[src/hw/vrt_pkg.sv]
// Purpose: Shared constants for the raster timing register block
// Assumes: 32-bit APB register window, one pixel per clock
// Notes: Timing register codes ride in the top byte of a data port write
package vrt_pkg;
  // APB byte offsets
  localparam logic [11:0] DATA_OFF = 12'h000;
  localparam logic [11:0] CTRL_OFF = 12'h004;
  localparam logic [11:0] STAT_OFF = 12'h008;
  // Register codes carried in the write word
  localparam int SEL_LSB = 24;
  localparam logic [7:0] SEL_LINE_PERIOD = 8'h80;
  localparam logic [7:0] SEL_BORDER_START = 8'h82;
  localparam logic [7:0] SEL_DISPLAY_START = 8'h83;
  localparam logic [7:0] SEL_DISPLAY_END = 8'h84;
  localparam logic [7:0] SEL_BORDER_END = 8'h85;
  localparam logic [7:0] SEL_CURSOR_START = 8'h86;
  localparam logic [7:0] SEL_INTERLACE_RSVD = 8'h87;
  localparam logic [7:0] SEL_TEST_A = 8'h88;
  localparam logic [7:0] SEL_TEST_B = 8'h89;
  localparam logic [7:0] SEL_FRAME_CYCLE = 8'h90;
  // Field widths
  localparam int HW = 14;
  localparam int VW = 13;
  localparam int HCW = 15;
  localparam int VCW = 14;
  // Control bit positions
  localparam int CTRL_EN_BIT = 0;
  localparam int CTRL_HIGH_RESOLUTION_MODE_BIT = 1;
  localparam int CTRL_ILACE_BIT = 2;
  localparam logic [2:0] CTRL_RESET = 3'h0;
  // Status field positions
  localparam int STAT_H_LSB = 0;
  localparam int STAT_V_LSB = 16;
  localparam int STAT_FIELD_BIT = 31;
  // Reset value of every timing register
  localparam logic [HW-1:0] HREG_RESET = 14'h0000;
  localparam logic [VW-1:0] VREG_RESET = 13'h0000;
  // Programming offsets, in pixels or rasters
  localparam logic [HCW-1:0] LINE_OFS = 15'h0007;
  localparam logic [HCW-1:0] BORDER_OFS = 15'h000C;
  localparam logic [HCW-1:0] DISPLAY_OFS = 15'h0012;
  localparam logic [HCW-1:0] CURSOR_OFS = 15'h0011;
  localparam logic [VCW-1:0] FRAME_OFS = 14'h0001;
  // Automatic cursor widths
  localparam logic [5:0] CURSOR_W_NORMAL = 6'h20;
  localparam logic [5:0] CURSOR_W_HIGH_RESOLUTION_MODE = 6'h10;
endpackage : vrt_pkg

[src/hw/vrt_counter.sv]
// Purpose: Wrapping position counter for pixels or rasters
// Assumes: Terminal value is the last count of the period
// Notes: Counts only while step_i is high
`timescale 1ns/10ps
module vrt_counter #(
  parameter int W = 15
) (
  input wire logic clk_i, // Clock
  input wire logic rst_n_i, // Synchronised reset, active low
  input wire logic run_i, // Counter enabled
  input wire logic step_i, // Advance one position
  input wire logic [W-1:0] last_i, // Last count of the period
  output logic [W-1:0] count_o, // Current position
  output logic wrap_o // Step from last back to zero
);
  logic [W-1:0] count_q;
  logic [W-1:0] count_d;
  wire at_last = (count_q >= last_i);

  // Wrap also when a shorter period was loaded mid-scan
  assign wrap_o = run_i & step_i & at_last;
  assign count_d = !run_i ? '0 : !step_i ? count_q : at_last ? '0 : count_q + W'(1);
  assign count_o = count_q;

  always_ff @(posedge clk_i or negedge rst_n_i) begin
    if (!rst_n_i) begin
      count_q <= '0;
    end else begin
      count_q <= count_d;
    end
  end
endmodule : vrt_counter

[src/hw/vrt_cursor.sv]
// Purpose: Horizontal cursor window of automatic width
// Assumes: Start position is the programmed value plus its offset
// Notes: Width follows the resolution mode at cursor start
`timescale 1ns/10ps
module vrt_cursor (
  input wire logic clk_i, // Clock
  input wire logic rst_n_i, // Synchronised reset, active low
  input wire logic run_i, // Timing enabled
  input wire logic [vrt_pkg::HCW-1:0] hcount_i, // Pixel position in line
  input wire logic [vrt_pkg::HCW-1:0] start_i, // First cursor pixel
  input wire logic high_resolution_mode_i, // High resolution mode
  output logic active_o // Cursor window open
);
  logic [5:0] left_q;
  logic [5:0] left_d;
  wire hit = run_i & (hcount_i == start_i);
  wire [5:0] width = high_resolution_mode_i ? vrt_pkg::CURSOR_W_HIGH_RESOLUTION_MODE : vrt_pkg::CURSOR_W_NORMAL;

  assign left_d = !run_i ? 6'h00 : hit ? width - 6'h01 : (left_q != 6'h00) ? left_q - 6'h01 :
    6'h00;
  assign active_o = hit | (left_q != 6'h00);

  always_ff @(posedge clk_i or negedge rst_n_i) begin
    if (!rst_n_i) begin
      left_q <= 6'h00;
    end else begin
      left_q <= left_d;
    end
  end
endmodule : vrt_cursor

[src/hw/vrt_timing.sv]
// Purpose: Raster timing registers and compare logic behind an APB slave
// Assumes: One pixel per clock; sync width and vertical windows live elsewhere
// Notes: Timing registers are written through one data port, code in top byte
// Notes on behaviour
// - border starts at stored value plus 12
// - display starts at stored value plus 18
// - display ends at stored value plus 18
// - border ends at stored value plus 12
// - cursor starts at stored value plus 17
// - cursor lasts 32 pixels, 16 in high_resolution_mode
// - high_resolution_mode cursor starts on normal pixels
// - non-interlaced frame length is stored value plus 2
// - line length is stored value plus 8
`timescale 1ns/10ps
module vrt_timing (
  input wire logic clk_i, // Clock, 40 MHz
  input wire logic resetn_i, // Asynchronous reset, active low
  input wire logic psel_i, // APB select
  input wire logic penable_i, // APB enable
  input wire logic pwrite_i, // APB write
  input wire logic [11:0] paddr_i, // APB byte address
  input wire logic [31:0] pwdata_i, // APB write data
  output logic [31:0] prdata_o, // APB read data
  output logic pready_o, // APB ready
  output logic pslverr_o, // APB error
  output logic line_start_o, // First pixel of line
  output logic border_o, // Border window
  output logic display_o, // Active video window
  output logic cursor_o, // Cursor window
  output logic frame_start_o, // First raster of field
  output logic field_odd_o, // Second field of interlaced frame
  output logic [vrt_pkg::HCW-1:0] hcount_o, // Pixel position
  output logic [vrt_pkg::VCW-1:0] vcount_o // Raster position
);
  // Reset release
  logic rst_meta_q;
  logic rst_n_q;

  always_ff @(posedge clk_i or negedge resetn_i) begin
    if (!resetn_i) begin
      rst_meta_q <= 1'b0;
      rst_n_q <= 1'b0;
    end else begin
      rst_meta_q <= 1'b1;
      rst_n_q <= rst_meta_q;
    end
  end

  // APB decode
  wire setup = psel_i & ~penable_i;
  wire access = psel_i & penable_i & pready_o;
  wire hit_data = (paddr_i == vrt_pkg::DATA_OFF);
  wire hit_ctrl = (paddr_i == vrt_pkg::CTRL_OFF);
  wire hit_stat = (paddr_i == vrt_pkg::STAT_OFF);
  wire mapped = hit_data | hit_ctrl | (hit_stat & ~pwrite_i);
  wire wr_data = access & pwrite_i & hit_data;
  wire wr_ctrl = access & pwrite_i & hit_ctrl;
  wire [7:0] sel = pwdata_i[vrt_pkg::SEL_LSB +: 8];
  wire [vrt_pkg::HW-1:0] wval_h = pwdata_i[vrt_pkg::HW-1:0];
  wire [vrt_pkg::VW-1:0] wval_v = pwdata_i[vrt_pkg::VW-1:0];

  // Timing registers
  logic [vrt_pkg::HW-1:0] line_period_q;
  logic [vrt_pkg::HW-1:0] border_start_q;
  logic [vrt_pkg::HW-1:0] display_start_q;
  logic [vrt_pkg::HW-1:0] display_end_q;
  logic [vrt_pkg::HW-1:0] border_end_q;
  logic [vrt_pkg::HW-1:0] cursor_start_q;
  logic [vrt_pkg::VW-1:0] frame_cycle_q;
  logic [2:0] ctrl_q;

  wire ld_line = wr_data & (sel == vrt_pkg::SEL_LINE_PERIOD);
  wire ld_bstart = wr_data & (sel == vrt_pkg::SEL_BORDER_START);
  wire ld_dstart = wr_data & (sel == vrt_pkg::SEL_DISPLAY_START);
  wire ld_dend = wr_data & (sel == vrt_pkg::SEL_DISPLAY_END);
  wire ld_bend = wr_data & (sel == vrt_pkg::SEL_BORDER_END);
  wire ld_cstart = wr_data & (sel == vrt_pkg::SEL_CURSOR_START);
  wire ld_frame = wr_data & (sel == vrt_pkg::SEL_FRAME_CYCLE);
  wire ign_rsvd = wr_data & (sel == vrt_pkg::SEL_INTERLACE_RSVD);
  wire ign_test = wr_data & ((sel == vrt_pkg::SEL_TEST_A) | (sel == vrt_pkg::SEL_TEST_B));

  always_ff @(posedge clk_i or negedge rst_n_q) begin
    if (!rst_n_q) begin
      line_period_q <= vrt_pkg::HREG_RESET;
    end else if (ld_line) begin
      line_period_q <= wval_h;
    end
  end

  always_ff @(posedge clk_i or negedge rst_n_q) begin
    if (!rst_n_q) begin
      border_start_q <= vrt_pkg::HREG_RESET;
    end else if (ld_bstart) begin
      border_start_q <= wval_h;
    end
  end

  always_ff @(posedge clk_i or negedge rst_n_q) begin
    if (!rst_n_q) begin
      display_start_q <= vrt_pkg::HREG_RESET;
    end else if (ld_dstart) begin
      display_start_q <= wval_h;
    end
  end

  always_ff @(posedge clk_i or negedge rst_n_q) begin
    if (!rst_n_q) begin
      display_end_q <= vrt_pkg::HREG_RESET;
    end else if (ld_dend) begin
      display_end_q <= wval_h;
    end
  end

  always_ff @(posedge clk_i or negedge rst_n_q) begin
    if (!rst_n_q) begin
      border_end_q <= vrt_pkg::HREG_RESET;
    end else if (ld_bend) begin
      border_end_q <= wval_h;
    end
  end

  always_ff @(posedge clk_i or negedge rst_n_q) begin
    if (!rst_n_q) begin
      cursor_start_q <= vrt_pkg::HREG_RESET;
    end else if (ld_cstart) begin
      cursor_start_q <= wval_h;
    end
  end

  always_ff @(posedge clk_i or negedge rst_n_q) begin
    if (!rst_n_q) begin
      frame_cycle_q <= vrt_pkg::VREG_RESET;
    end else if (ld_frame) begin
      frame_cycle_q <= wval_v;
    end
  end

  // Control word: enable, resolution, interlace
  always_ff @(posedge clk_i or negedge rst_n_q) begin
    if (!rst_n_q) begin
      ctrl_q <= vrt_pkg::CTRL_RESET;
    end else if (wr_ctrl) begin
      ctrl_q <= pwdata_i[2:0];
    end
  end

  wire run = ctrl_q[vrt_pkg::CTRL_EN_BIT];
  wire high_resolution_mode = ctrl_q[vrt_pkg::CTRL_HIGH_RESOLUTION_MODE_BIT];
  wire ilace = ctrl_q[vrt_pkg::CTRL_ILACE_BIT];

  // Horizontal position
  logic [vrt_pkg::HCW-1:0] hcount;
  logic hwrap;
  // line of stored value plus 8
  wire [vrt_pkg::HCW-1:0] h_last = {1'b0, line_period_q} + vrt_pkg::LINE_OFS;

  vrt_counter #(
    .W(vrt_pkg::HCW)
  ) u_hcount (
    .clk_i(clk_i),
    .rst_n_i(rst_n_q),
    .run_i(run),
    .step_i(1'b1),
    .last_i(h_last),
    .count_o(hcount),
    .wrap_o(hwrap)
  );

  // Vertical position and field
  logic [vrt_pkg::VCW-1:0] vcount;
  logic vwrap;
  logic field_q;
  wire [vrt_pkg::VCW-1:0] v_base = {1'b0, frame_cycle_q};
  // frame of stored value plus 2
  wire [vrt_pkg::VCW-1:0] v_prog = v_base + vrt_pkg::FRAME_OFS;
  // interlaced fields of V+1 then V+2 rasters
  wire [vrt_pkg::VCW-1:0] v_last = (ilace & ~field_q) ? v_base : v_prog;

  vrt_counter #(
    .W(vrt_pkg::VCW)
  ) u_vcount (
    .clk_i(clk_i),
    .rst_n_i(rst_n_q),
    .run_i(run),
    .step_i(hwrap),
    .last_i(v_last),
    .count_o(vcount),
    .wrap_o(vwrap)
  );

  always_ff @(posedge clk_i or negedge rst_n_q) begin
    if (!rst_n_q) begin
      field_q <= 1'b0;
    end else if (!run || !ilace) begin
      field_q <= 1'b0;
    end else if (vwrap) begin
      field_q <= ~field_q;
    end
  end

  // Horizontal compare points, relative to sync start
  // border start point
  wire [vrt_pkg::HCW-1:0] bstart_pt = {1'b0, border_start_q} + vrt_pkg::BORDER_OFS;
  wire [vrt_pkg::HCW-1:0] bend_pt = {1'b0, border_end_q} + vrt_pkg::BORDER_OFS;
  wire [vrt_pkg::HCW-1:0] dstart_pt = {1'b0, display_start_q} + vrt_pkg::DISPLAY_OFS;
  wire [vrt_pkg::HCW-1:0] dend_pt = {1'b0, display_end_q} + vrt_pkg::DISPLAY_OFS;
  wire [vrt_pkg::HCW-1:0] cstart_pt = {1'b0, cursor_start_q} + vrt_pkg::CURSOR_OFS;

  // End points are the first pixel outside the window
  wire border_win = run & (hcount >= bstart_pt) & (hcount < bend_pt);
  wire display_win = run & (hcount >= dstart_pt) & (hcount < dend_pt);
  wire cursor_win;

  vrt_cursor u_cursor (
    .clk_i(clk_i),
    .rst_n_i(rst_n_q),
    .run_i(run),
    .hcount_i(hcount),
    .start_i(cstart_pt),
    .high_resolution_mode_i(high_resolution_mode),
    .active_o(cursor_win)
  );

  // Line and field pulses at pixel zero
  wire line_start_d = run & (hcount == '0);
  wire frame_start_d = line_start_d & (vcount == '0);

  // Timing outputs, one clock behind the counters
  always_ff @(posedge clk_i or negedge rst_n_q) begin
    if (!rst_n_q) begin
      line_start_o <= 1'b0;
      border_o <= 1'b0;
      display_o <= 1'b0;
      cursor_o <= 1'b0;
      frame_start_o <= 1'b0;
      field_odd_o <= 1'b0;
      hcount_o <= '0;
      vcount_o <= '0;
    end else begin
      line_start_o <= line_start_d;
      border_o <= border_win;
      display_o <= display_win;
      cursor_o <= cursor_win;
      frame_start_o <= frame_start_d;
      field_odd_o <= field_q;
      hcount_o <= hcount;
      vcount_o <= vcount;
    end
  end

  // Read data and answer
  wire [31:0] stat_word = {field_q, 1'b0, vcount, 1'b0, hcount};
  wire [31:0] ctrl_word = {29'h0000000, ctrl_q};
  wire [31:0] rd_word = (hit_ctrl & ~pwrite_i) ? ctrl_word :
    (hit_stat & ~pwrite_i) ? stat_word : 32'h00000000;
  wire unused_ok = ign_rsvd | ign_test;

  // Ready is raised for the first access cycle only
  always_ff @(posedge clk_i or negedge rst_n_q) begin
    if (!rst_n_q) begin
      pready_o <= 1'b0;
      pslverr_o <= 1'b0;
      prdata_o <= 32'h00000000;
    end else if (setup) begin
      pready_o <= 1'b1;
      pslverr_o <= ~mapped;
      prdata_o <= mapped ? rd_word : 32'h00000000;
    end else begin
      pready_o <= 1'b0;
      pslverr_o <= 1'b0;
      prdata_o <= 32'h00000000;
    end
  end

  // Reserved and test codes are accepted silently
  logic sink_q;

  always_ff @(posedge clk_i or negedge rst_n_q) begin
    if (!rst_n_q) begin
      sink_q <= 1'b0;
    end else begin
      sink_q <= unused_ok;
    end
  end
endmodule : vrt_timing

[config.mk]
export PLATFORM = sky130hd
export DESIGN_NAME = vrt_timing
export DESIGN_NICKNAME = d
export VERILOG_FILES = /design/src/hw/vrt_pkg.sv /design/src/hw/vrt_counter.sv /design/src/hw/vrt_cursor.sv /design/src/hw/vrt_timing.sv
export SDC_FILE = /design/constraint.sdc
export NUM_CORES = 1
export LEC_CHECK = 0
export ABC_AREA = 1
export BUFFER_PORTS_ARGS = -buffer_cell sky130_fd_sc_hd__buf_2
export CAP_MARGIN = 30
export CORE_MARGIN = 3
export CORE_UTILIZATION = 50
export DETAILED_ROUTE_END_ITERATION = 6
export GPL_TIMING_DRIVEN = 0
export HOLD_SLACK_MARGIN = 0.05
export PLACE_DENSITY = 0.69
export SETUP_SLACK_MARGIN = 0.05
export SLEW_MARGIN = 25
export SYNTH_ARGS = -nofsm -noshare
export SYNTH_HDL_FRONTEND = slang
export SYNTH_SLANG_ARGS = --single-unit
[constraint.sdc]
create_clock -name clk_i -period 7.93 [get_ports clk_i]
set_clock_uncertainty 0.1 [all_clocks]
set_input_delay 1.9825 -clock clk_i [delete_from_list [all_inputs] [get_ports clk_i]]
set_output_delay 1.9825 -clock clk_i [all_outputs]
set_load 0.005 [all_outputs]
==> results.toml <==
[routing]
routed_wl_mm = 28.9
routed_via_density = 5.22
vias = 9498
first_pass_iters = 5
drt_iter0_drc = 543
post-route-drc-count = 0
ant_nets = 0
wl_per_cell_um = 15.9

[hold_path]
hp-class = "reg -> async"

[sta]
rsz0062_at_grt = "false"
tns_ns = 0
fmax_mhz = 268
post-route-period-util = 0.471
min_period_ns = 3.74
maxSlewHeadroom = 0.514
tightest_slew_ns = 0.728
hold_viol_final = 0
slew_viol_final = 0
finalSetupViolations = 0

[clocking]
cts_max_level = 1
hold_buffers = 0
postCtsSetupBuffers = 0
cts_buffers = 22
clkSinkCount = 205
cts_resized = 0
clk_pin_slew_ns = 0.06
cts_tree = "yes"
clockBufferDepth = 3
root_buffer = "clkbuf_16"
clock_latency_ns = 0.51

[place]
port_buffers = 105
dp_hpwl_mm = 20.8
place_area_um2 = 12700
gp_congestion = 0.835

[logic_synthesis]
yosysTopAreaCell = "dfrtp_1"
ys_warn_count = 0
ys_ff_latch = 205
synth_flop_cell = "dfrtp_1"
synth_area_um2 = 11700
synth_edf_count = 0
synth_top_area_frac = 0.438
synthTopCellsByArea = "dfrtp_1 (44%), ha_1 (11%), nand2_1 (9.4%)"
yosysUniqueCellTypes = 48
syn_area_per_cell_um2 = 8.65
synthCells = 1356
async_flop_share = 1.00
synth_seq_area_share = 0.438

[floorplan]
ios = 118
start_util = 0.513
row_count = 55
die_h_um = 159
core_um2 = 22800
dieArea_um2 = 25300
fp.dieW_um = 159

[global_routing]
grt_pass1_wl_mm = 47.2
overflow = 0
grt_max_degree = 57
antenna_found_initial = 0
track_usage = 0.230
grt_pass1_vias = 9157

[layout]
antenna_cells = 0
postLayoutCellArea_um2 = 13500
final_common_cell = "nand2_1"
layout.nets = 1639
drive_gt1_frac = 0.146
final_core_util = 0.589
final_cell_mix = "nand2_1 (295), dfrtp_1 (204), inv_1 (145)"
area_growth_pct = 14.8

[critical_path]
reg2reg_slack_ns = 4.19
crit_required_ns = 8.28
critPathCaptureType = "register"
worstPathArrival_ns = 4.08
cp_max_fo = 10
cp-start-kind = "register"
critPathKind = "reg -> reg"

[run]
drv_cap = 0

[pwr]
power_density_nw_per_um2 = 159
p_leak_nw = 6.65
peakVddDrop_mv = 0.122
total_power_mw = 2.14

[run_status]
status = "finished, final reports clean"
-- Yosys cell counts (2+ instances only) --
cell and instances:
a211oi_1 2, buf_4 3, or2_2 7, nand3_1 75, nor2_4 2, xor2_1 54
nor2_1 94, o211ai_1 4, nor3_1 47, inv_1 145, nor4_1 5, o21ai_1 55
ha_1 100, a21oi_1 56, a31oi_1 4, clkbuf_1 4, buf_6 14, buf_2 4
nand3b_1 5, nand4_1 34, nand2_1 295, xnor2_1 24, o21ai_2 21, dfrtp_1 205
conb_1 2, o21ai_0 59, nand2_4 4, nor3b_1 4, nand3_4 5, nand2_2 5
-- stage by stage --
step / hold WS [ns] / std cells / worst slack, ns
2_1_floorplan: 0.231 / 1357 / 1.69
3_3_place_gp: 0.236 / 1775 / -0.459
3_5_place_dp: 0.154 / 1779 / 4.05
4_1_cts: 0.157 / 1818 / 4.24
5_1_grt: 0.168 / 1818 / 3.87
6_report: 0.147 / 1818 / 4.19
-- sequential cells by signal (all words and copies together) (netlist names), 3 cells and up --
register and flops:
u_hcount.count_o 15, border_start_q 14, prdata_o 30, display_start_q 14
line_period_q 14, vcount_o 14, ctrl_q 3, cursor_start_q 14
hcount_o 15, u_vcount.count_o 14, u_cursor.left_q 6, display_end_q 14
frame_cycle_q 13, border_end_q 14
-- final cells by class --
cell class,instances,area (µm²)
plain buffers,26,220
clock buffers,29,618
clock inverters,10,103
fillers,2056,9380
inverters,146,549
multi-input cells,980,5830
flip-flops and latches,205,5130
well taps,313,392
repair buffers,109,621
-- worst max-delay path, stage by stage, from the launching register on --
cell	delay (ns)
dfrtp_1	0.35
inv_1	0.08
ha_1	0.22
a21oi_1	0.27
nand4_1	0.17
nor4_1	0.36
nand2_1	0.12
xor2_1	0.16
ha_1	0.31
a21oi_1	0.13
o21ai_0	0.08
a21oi_1	0.12
nand3_1	0.18
nor2_1	0.37
clkbuf_1	0.45
nand2_1	0.10
nand2_1	0.09
-- final timing paths --
path,from,to,cells after the start
worst max-delay path,line_period_q[0]$_DFFE_PN0P_,u_vcount.count_o[4]$_DFFE_PN0P_,16
worst min-delay path,rst_n_q$_DFF_PN0_,u_hcount.count_o[14]$_DFF_PN0_,0
worst max register to register,line_period_q[0]$_DFFE_PN0P_,u_vcount.count_o[4]$_DFFE_PN0P_,16
worst min register to register,rst_n_q$_DFF_PN0_,u_hcount.count_o[14]$_DFF_PN0_,0
max in group asynchronous,resetn_i,rst_n_q$_DFF_PN0_,1
min in group clk_i,rst_meta_q$_DFF_PN0_,rst_n_q$_DFF_PN0_,0
-- report_power, final --
| group | total, mW | internal [mW] | switching [mW] |
|---|---|---|---|
| sequential | 1.05 | 1.05 | 0.00291 |
| clock | 1.02 | 0.612 | 0.413 |
| combinational | 0.0623 | 0.0150 | 0.0473 |
-- metal layers --
layer  part of all wire  up-vias  GRT usage
li1                   -     4788          -
met1               0.45     4462      0.314
met2               0.48      200      0.387
met3              0.049       48     0.0299
met4              0.019        0     0.0625
met5                  0        -          0
-- cells by family (layout without fill, tap and decap cells) --
| logic type | Yosys count | after routing | synth area share |
|---|---|---|---|
| mux | 1 | 1 | 0.000854 |
| fa+ha+maj | 100 | 100 | 0.107 |
| simple gates | 591 | 591 | 0.232 |
| flops | 205 | 205 | 0.438 |
| other cells | 2 | 3 | 0.000641 |
| xor+xnor | 78 | 78 | 0.0583 |
| buf+inv | 172 | 320 | 0.0656 |
| compound gates | 207 | 207 | 0.0986 |
Power figures use the tool's default switching activity.
